File: config.mk
export PLATFORM = sky130hd
export DESIGN_NAME = dcf_top
export DESIGN_NICKNAME = d
export VERILOG_FILES = /design/src/dcf_pkg.sv /design/src/dcf_mem.sv /design/src/dcf_top.sv
export SDC_FILE = /design/constraint.sdc
export NUM_CORES = 2
export LEC_CHECK = 0
export ABC_AREA = 1
export BUFFER_PORTS_ARGS = -buffer_cell sky130_fd_sc_hd__buf_2
export CAP_MARGIN = 20
export CORE_MARGIN = 3
export CORE_UTILIZATION = 25
export DETAILED_ROUTE_END_ITERATION = 10
export PLACE_DENSITY_LB_ADDON = 0.12
export REMOVE_ABC_BUFFERS = 1
export SYNTH_ARGS = -nofsm -noshare
export SYNTH_HDL_FRONTEND = slang
export SYNTH_HIERARCHICAL = 1
export SYNTH_SLANG_ARGS = --single-unit
File: constraint.sdc
create_clock -name i_core_clk -period 9.6 [get_ports i_core_clk]
set_input_delay 0.96 -clock i_core_clk [delete_from_list [all_inputs] [get_ports i_core_clk]]
set_output_delay 0.96 -clock i_core_clk [all_outputs]
set_load 0.05 [all_outputs]
File: src/dcf_pkg.sv
// package: constants and types of the dual clock buffer with level flags
package dcf_pkg;
    localparam int              DCF_DATA_W      = 9;
    localparam int              DCF_DEPTH_DEF   = 256;
    localparam int              DCF_OFS_W       = 2 * DCF_DATA_W;
    localparam logic [17:0]     DCF_OFS_RESET   = 18'h00007;
    localparam logic            DCF_CFG_RESET   = 1'b1;

    // offset sequence, low then high half of each offset
    typedef enum logic [1:0] {
        DCF_OFS_AE_LO,
        DCF_OFS_AE_HI,
        DCF_OFS_AF_LO,
        DCF_OFS_AF_HI
    } dcf_ofs_state_t;
endpackage : dcf_pkg

File: src/dcf_mem.sv
// simple dual port store with registered read data
`timescale 1ns/1ps
module dcf_mem
    import dcf_pkg::*;
#(
    parameter int DEPTH = DCF_DEPTH_DEF,
    parameter int AW    = $clog2(DEPTH)
) (
    // clock
    input  wire logic                  i_core_clk,
    input  wire logic                  i_arst_n,
    // write side
    input  wire logic                  i_wr_en,
    input  wire logic [AW-1:0]         i_wr_addr,
    input  wire logic [DCF_DATA_W-1:0] i_wr_data,
    // read side
    input  wire logic                  i_rd_en,
    input  wire logic [AW-1:0]         i_rd_addr,
    output logic      [DCF_DATA_W-1:0] o_rd_data
);
    logic [DCF_DATA_W-1:0] store [DEPTH];

    always_ff @(posedge i_core_clk) begin
        if (i_wr_en) begin
            store[i_wr_addr] <= i_wr_data;
        end
    end

    always_ff @(posedge i_core_clk or negedge i_arst_n) begin
        if (!i_arst_n) begin
            o_rd_data <= '0;
        end else if (i_rd_en) begin
            o_rd_data <= store[i_rd_addr];
        end
    end
endmodule : dcf_mem

File: src/dcf_top.sv
// dual clock buffer with empty, full and programmable level flags
`timescale 1ns/1ps
module dcf_top
    import dcf_pkg::*;
#(
    parameter int DEPTH = DCF_DEPTH_DEF
) (
    // core clock and reset
    input  wire logic                  i_core_clk,
    input  wire logic                  i_arst_n,
    // buffer control
    input  wire logic                  i_buffer_reset_n,
    // write port
    input  wire logic                  i_write_clk,
    input  wire logic                  i_push_enable_a_n,
    input  wire logic                  i_push_b_or_offset_load,
    input  wire logic [DCF_DATA_W-1:0] i_push_data,
    // read port
    input  wire logic                  i_read_clk,
    input  wire logic                  i_pop_enable_a_n,
    input  wire logic                  i_pop_enable_b_n,
    input  wire logic                  i_output_enable_n,
    output logic      [DCF_DATA_W-1:0] o_pop_data,
    output logic                       o_pop_data_oe_n,
    // flags
    output logic                       o_no_words_flag_n,
    output logic                       o_no_space_flag_n,
    output logic                       o_low_level_flag_n,
    output logic                       o_high_level_flag_n
);
    localparam int AW = $clog2(DEPTH);
    localparam int PW = AW + 1;
    localparam logic [DCF_OFS_W-1:0] DEPTH_W = DCF_OFS_W'(DEPTH);

    function automatic logic [PW-1:0] gray2bin(input logic [PW-1:0] g);
        logic [PW-1:0] b;
        b = '0;
        b[PW-1] = g[PW-1];
        for (int i = PW - 2; i >= 0; i--) begin
            b[i] = b[i+1] ^ g[i];
        end
        return b;
    endfunction : gray2bin

    function automatic logic [PW-1:0] bin2gray(input logic [PW-1:0] b);
        return b ^ (b >> 1);
    endfunction : bin2gray

    ////////////////////////////////////////////////////////////////////////
    // clock pin edge detection
    logic           wclk_q;
    logic           rclk_q;
    logic           edge_armed;
    logic           cfg_two_wen;
    wire            w_rise = i_write_clk & ~wclk_q & edge_armed;
    wire            r_rise = i_read_clk & ~rclk_q & edge_armed;
    wire            in_reset = ~i_buffer_reset_n;

    // no pin edge until one real sample is held
    always_ff @(posedge i_core_clk or negedge i_arst_n) begin
        if (!i_arst_n) begin
            wclk_q     <= 1'b0;
            rclk_q     <= 1'b0;
            edge_armed <= 1'b0;
        end else begin
            wclk_q     <= i_write_clk;
            rclk_q     <= i_read_clk;
            edge_armed <= 1'b1;
        end
    end

    // mode strap caught while buffer reset is low
    always_ff @(posedge i_core_clk or negedge i_arst_n) begin
        if (!i_arst_n) begin
            cfg_two_wen <= DCF_CFG_RESET;
        end else if (in_reset) begin
            cfg_two_wen <= i_push_b_or_offset_load;
        end
    end

    ////////////////////////////////////////////////////////////////////////
    // request qualification
    wire load_active = ~cfg_two_wen & ~i_push_b_or_offset_load;
    wire wen_ok      = cfg_two_wen ? (~i_push_enable_a_n & i_push_b_or_offset_load)
                                   : (~i_push_enable_a_n & ~load_active);
    wire ofs_wr      = w_rise & load_active & ~i_push_enable_a_n & ~in_reset;
    wire rd_req      = r_rise & ~i_pop_enable_a_n & ~i_pop_enable_b_n & ~in_reset;
    wire ofs_rd      = rd_req & load_active;
    wire push        = w_rise & wen_ok & o_no_space_flag_n & ~in_reset;
    wire pop         = rd_req & ~load_active & o_no_words_flag_n;

    ////////////////////////////////////////////////////////////////////////
    // pointers and gray crossing
    logic [PW-1:0]  wptr;
    logic [PW-1:0]  rptr;
    logic [PW-1:0]  wgray;
    logic [PW-1:0]  rgray;
    logic [PW-1:0]  rgray_s1;
    logic [PW-1:0]  rgray_s2;
    logic [PW-1:0]  wgray_s1;
    logic [PW-1:0]  wgray_s2;
    wire  [PW-1:0]  next_wptr  = push ? wptr + PW'(1) : wptr;
    wire  [PW-1:0]  next_rptr  = pop ? rptr + PW'(1) : rptr;
    wire  [PW-1:0]  next_wgray = bin2gray(next_wptr);
    wire  [PW-1:0]  next_rgray = bin2gray(next_rptr);

    always_ff @(posedge i_core_clk or negedge i_arst_n) begin
        if (!i_arst_n) begin
            wptr  <= '0;
            rptr  <= '0;
            wgray <= '0;
            rgray <= '0;
        end else if (in_reset) begin
            wptr  <= '0;
            rptr  <= '0;
            wgray <= '0;
            rgray <= '0;
        end else begin
            wptr  <= next_wptr;
            rptr  <= next_rptr;
            wgray <= next_wgray;
            rgray <= next_rgray;
        end
    end

    always_ff @(posedge i_core_clk or negedge i_arst_n) begin
        if (!i_arst_n) begin
            rgray_s1 <= '0;
            rgray_s2 <= '0;
            wgray_s1 <= '0;
            wgray_s2 <= '0;
        end else begin
            rgray_s1 <= rgray;
            rgray_s2 <= rgray_s1;
            wgray_s1 <= wgray;
            wgray_s2 <= wgray_s1;
        end
    end

    ////////////////////////////////////////////////////////////////////////
    // level computation
    logic [DCF_OFS_W-1:0] ae_ofs;
    logic [DCF_OFS_W-1:0] af_ofs;
    wire  [PW-1:0]        rbin_sync  = gray2bin(rgray_s2);
    wire  [PW-1:0]        wbin_sync  = gray2bin(wgray_s2);
    wire  [PW-1:0]        wr_level   = next_wptr - rbin_sync;
    wire  [PW-1:0]        rd_level   = wbin_sync - next_rptr;
    wire  [DCF_OFS_W-1:0] wr_free    = DEPTH_W - DCF_OFS_W'(wr_level);
    wire                  next_full  = (DCF_OFS_W'(wr_level) == DEPTH_W);
    wire                  next_af    = (wr_free <= af_ofs);
    wire                  next_empty = (rd_level == '0);
    wire                  next_ae    = (DCF_OFS_W'(rd_level) <= ae_ofs);

    always_ff @(posedge i_core_clk or negedge i_arst_n) begin
        if (!i_arst_n) begin
            o_no_space_flag_n   <= 1'b1;
            o_high_level_flag_n <= 1'b1;
            o_no_words_flag_n   <= 1'b0;
            o_low_level_flag_n  <= 1'b0;
        end else if (in_reset) begin
            o_no_space_flag_n   <= 1'b1;
            o_high_level_flag_n <= 1'b1;
            o_no_words_flag_n   <= 1'b0;
            o_low_level_flag_n  <= 1'b0;
        end else begin
            o_no_space_flag_n   <= ~next_full;
            o_high_level_flag_n <= ~next_af;
            o_no_words_flag_n   <= ~next_empty;
            o_low_level_flag_n  <= ~next_ae;
        end
    end

    ////////////////////////////////////////////////////////////////////////
    // offset load and read-back sequencer
    dcf_ofs_state_t        ofs_state;
    dcf_ofs_state_t        next_ofs_state;
    logic [DCF_DATA_W-1:0] ofs_rd_data;
    logic                  out_sel_ofs;
    wire                   ofs_step = ofs_wr | ofs_rd;

    always_comb begin
        unique case (ofs_state)
            DCF_OFS_AE_LO: next_ofs_state = DCF_OFS_AE_HI;
            DCF_OFS_AE_HI: next_ofs_state = DCF_OFS_AF_LO;
            DCF_OFS_AF_LO: next_ofs_state = DCF_OFS_AF_HI;
            DCF_OFS_AF_HI: next_ofs_state = DCF_OFS_AE_LO;
        endcase
    end

    wire [DCF_DATA_W-1:0] ofs_sel_word =
        (ofs_state == DCF_OFS_AE_LO) ? ae_ofs[DCF_DATA_W-1:0] :
        (ofs_state == DCF_OFS_AE_HI) ? ae_ofs[DCF_OFS_W-1:DCF_DATA_W] :
        (ofs_state == DCF_OFS_AF_LO) ? af_ofs[DCF_DATA_W-1:0] :
                                       af_ofs[DCF_OFS_W-1:DCF_DATA_W];

    always_ff @(posedge i_core_clk or negedge i_arst_n) begin
        if (!i_arst_n) begin
            ofs_state <= DCF_OFS_AE_LO;
        end else if (in_reset) begin
            ofs_state <= DCF_OFS_AE_LO;
        end else if (ofs_step) begin
            ofs_state <= next_ofs_state;
        end
    end

    always_ff @(posedge i_core_clk or negedge i_arst_n) begin
        if (!i_arst_n) begin
            ae_ofs <= DCF_OFS_RESET;
            af_ofs <= DCF_OFS_RESET;
        end else if (in_reset) begin
            ae_ofs <= DCF_OFS_RESET;
            af_ofs <= DCF_OFS_RESET;
        end else if (ofs_wr) begin
            unique case (ofs_state)
                DCF_OFS_AE_LO: ae_ofs[DCF_DATA_W-1:0]         <= i_push_data;
                DCF_OFS_AE_HI: ae_ofs[DCF_OFS_W-1:DCF_DATA_W] <= i_push_data;
                DCF_OFS_AF_LO: af_ofs[DCF_DATA_W-1:0]         <= i_push_data;
                DCF_OFS_AF_HI: af_ofs[DCF_OFS_W-1:DCF_DATA_W] <= i_push_data;
            endcase
        end
    end

    always_ff @(posedge i_core_clk or negedge i_arst_n) begin
        if (!i_arst_n) begin
            ofs_rd_data <= '0;
            out_sel_ofs <= 1'b0;
        end else if (ofs_rd) begin
            ofs_rd_data <= ofs_sel_word;
            out_sel_ofs <= 1'b1;
        end else if (pop) begin
            out_sel_ofs <= 1'b0;
        end
    end

    ////////////////////////////////////////////////////////////////////////
    // storage and read port
    logic [DCF_DATA_W-1:0] mem_rd_data;

    dcf_mem #(
        .DEPTH (DEPTH),
        .AW    (AW)
    ) u_mem (
        .i_core_clk (i_core_clk),
        .i_arst_n   (i_arst_n),
        .i_wr_en    (push),
        .i_wr_addr  (wptr[AW-1:0]),
        .i_wr_data  (i_push_data),
        .i_rd_en    (pop),
        .i_rd_addr  (rptr[AW-1:0]),
        .o_rd_data  (mem_rd_data)
    );

    assign o_pop_data      = out_sel_ofs ? ofs_rd_data : mem_rd_data;
    assign o_pop_data_oe_n = i_output_enable_n;
endmodule : dcf_top

==> results.ini <==
[logic_synthesis]
ys_ff_latch = 2439
syn-cell-area_sq_um = 101000
synthArstFlopShare_pct = 5.54
ys_seq_area_share_pct = 72.1
synth-edff-count = 2304
synth_warnings = 6
yosysUniqueCellTypes = 44
ys.flop_type = edfxtp_1
postSynthAreaPerCell_sq_um = 11.6
synthCells = 8688

[detailed_routing]
ant_nets = 0
drt_iter0_drc = 5483
num_vias = 66100
wl_mm = 341
wl_per_cell_microns = 24.3
avgViaCountPerCell = 4.70
first_pass_iters = 6
drc = 0

[layout]
mostFrequentLayoutCell = nand2_1
drive_gt1_share_pct = 6.46
fin_util_pct = 28.7
final_nets = 8642
mostFrequentLayoutCells = nand2_1, nand3_1, edfxtp_1, nor2_1, clkbuf_16
nFillCells = 41100
area_growth_pct = 14.3

[cts]
clk_path_buf_depth = 4
post_cts.repair.setup_buffers = 0
cts_hold_buf = 0
root_buffer = clkbuf_16
path_clk_slew_ps = 60
worstSkewPairLatency_ps = 910
clock-sinks = 2439
cts_tree = yes
numCtsBuffers = 288
cts_resized = 0
h-tree-depth = 5

[power_and_ir_drop]
combPwrFrac_pct = 3.2
power.internal_mw = 18.1
p_leak_nw = 39.4
p_clk_share_pct = 46.1
p_total_mw = 23.1
p_seq_share_pct = 50.7
powerDensity_nw_per_um2 = 201
peakVddDrop_v = 0.000111
power.share.switching_pct = 21.7
switchingPower_mw = 5.01

[sta]
fmax_mhz = 201
finalSetupViolCount = 0
rsz0062_at_grt = no
clock_skew_ps = 47.5
slew_viol_final = 0
max_slew_margin_pct = 15.4
finalHoldViolCount = 0
tightestPinTransition_ps = 1270
fin_crit_ps = 4980
holdWs_ps = 90.7
setup-tns-final_ps = 0
fin_crit_sh_pct = 51.9

[floorplan]
core-area_sq_um = 400000
initial_core_util_pct = 25.1
num_rows = 232
die-area_sq_um = 410000
die_w_microns = 640
io_pins = 33
fp.dieH_microns = 640

[global_route]
grt_max_degree = 189
grt_pass1_wl_mm = 488
first_global_vias = 64800
antenna_found_initial = 17
grt-ovfl-total = 0
track_usage_pct = 16.2

[setup_path]
reg2reg_depth = 29
cpPeakStageDelay_ps = 530
path_class = flop to flop
endpoint_kind = flop
r2r-start = rgray_s2[8]
cp.required_ps = 10380
regToRegSetupSlack_ps = 4620
crit_fanout = 9
cp_top_family = simple AND/OR/NAND/NOR gates
reg2reg_to = o_high_level_flag_n
slowest_stage = nor2_1
timing.critical_path.mode_cell = nand3_1
start_kind = flop
cp_data_arrival_time_ps = 5750
worst-path-buf-inv = 2

[job]
drv_cap = 0

[outcome]
status = completed

[place]
port_buffers = 30
place.gp.congestion = 0.793
hpwl_mm = 189

[min_path]
hold_class = primary input to async pin

-- synth_stat cells (all sizes together), types with 2 or more instances --
cell	number	area (sq um)
a21oi	38	190
a31oi	5	31.3
buf	461	2350
clkbuf	94	353
clkinv	6	22.5
dfrtp	126	3150
dfstp	9	236
edfxtp	2304	69200
fa	2	40.0
ha	52	651
inv	172	651
nand2	2551	9580
nand3	2359	11800
nand4	12	81.3
nor2	342	1290
nor3	10	71.3
nor3b	2	15.0
o211ai	5	37.5
o21ai	86	434
o22a	2	17.5
o22ai	3	18.8
or2	5	31.3
xnor2	8	70.1
xor2	25	219
-- worst max-delay path by stage --
stage / cells after the start / endpoint / from
after floorplan: 11 / u_mem/o_rd_data[0] / rptr[0]
after global placement: 26 / o_high_level_flag_n / i_buffer_reset_n
after detailed placement: 26 / o_high_level_flag_n / i_buffer_reset_n
after CTS: 26 / o_high_level_flag_n / i_buffer_reset_n
after global routing: 31 / o_high_level_flag_n / rgray_s2[8]
final: 29 / o_high_level_flag_n / rgray_s2[8]
-- state kept, by name, summed over array words and instances, names as in the netlist, 2 cells and up --
signal           cells
rgray_s2             9
u_mem/o_rd_data      9
rgray_s1             9
ofs_rd_data          9
ae_ofs              18
af_ofs              18
wgray_s2             9
ofs_state            2
rptr                 8
wgray                9
u_mem/store       2304
wptr                 8
wgray_s1             9
rgray                9
-- metrics by stage --
step | worst slack, ps | std cells | area, sq um
after CTS | 4440 | 14000 | 115000
after detailed placement | 3500 | 13500 | 106000
after floorplan | -41350 | 8133 | 97900
after global placement | 3410 | 13500 | 106000
final | 4620 | 14100 | 115000
after global routing | 4100 | 14100 | 115000
-- cell type report --
type / count / area [sq um] / area share (%)
inverters: 178 / 714 / 0.621
clock inverters: 127 / 1130 / 0.985
clock buffers: 386 / 7870 / 6.84
flip-flops and latches: 2439 / 72600 / 63.1
multi-input cells: 5516 / 24700 / 21.5
diodes: 4 / 10.0 / 0.00871
well taps: 5265 / 6590 / 5.73
repair buffers: 146 / 1380 / 1.20
-- metal layers --
layer	global-route usage, %	vias up	wire [microns]
met5	0	-	0
met2	26.3	1681	159000
met3	2.47	398	17600
li1	-	30400	-
met1	22.8	33600	157000
met4	3.66	0	7870
-- power by group through the flow --
stage	clock network [mW]	logic, mW	registers (mW)
global route	11.4	0.822	11.7
CTS	11.0	0.752	11.7
detailed placement	0	0.749	11.9
finish	10.6	0.733	11.7
floorplan	0	0.368	11.9
global placement	0	0.750	11.9
-- cells by family (layout without fill, tap and decap cells) --
group	count (synthesis)	count (layout)	synth area share, %
other	1	5	0.00373
adders and majority gates	54	54	0.687
buffers and inverters	733	837	3.35
DFF	2439	2439	72.1
and+or+nand+nor	5284	5284	22.8
xor gates and xnor gates	33	33	0.287
AOI/OAI and AO/OA	144	144	0.765
-- worst reg2reg max path, delay by kind of cell, from the launching register on --
| family | cells | cell delay (ps) |
|---|---|---|
| and+or+nand+nor | 19 | 2550 |
| buffers and inverters | 2 | 160 |
| DFF | 1 | 400 |
| adders and majority gates | 3 | 1020 |
| xor gates and xnor gates | 1 | 270 |
| AOI/OAI and AO/OA | 4 | 500 |
No activity file was read; power rests on OpenSTA's default activity.
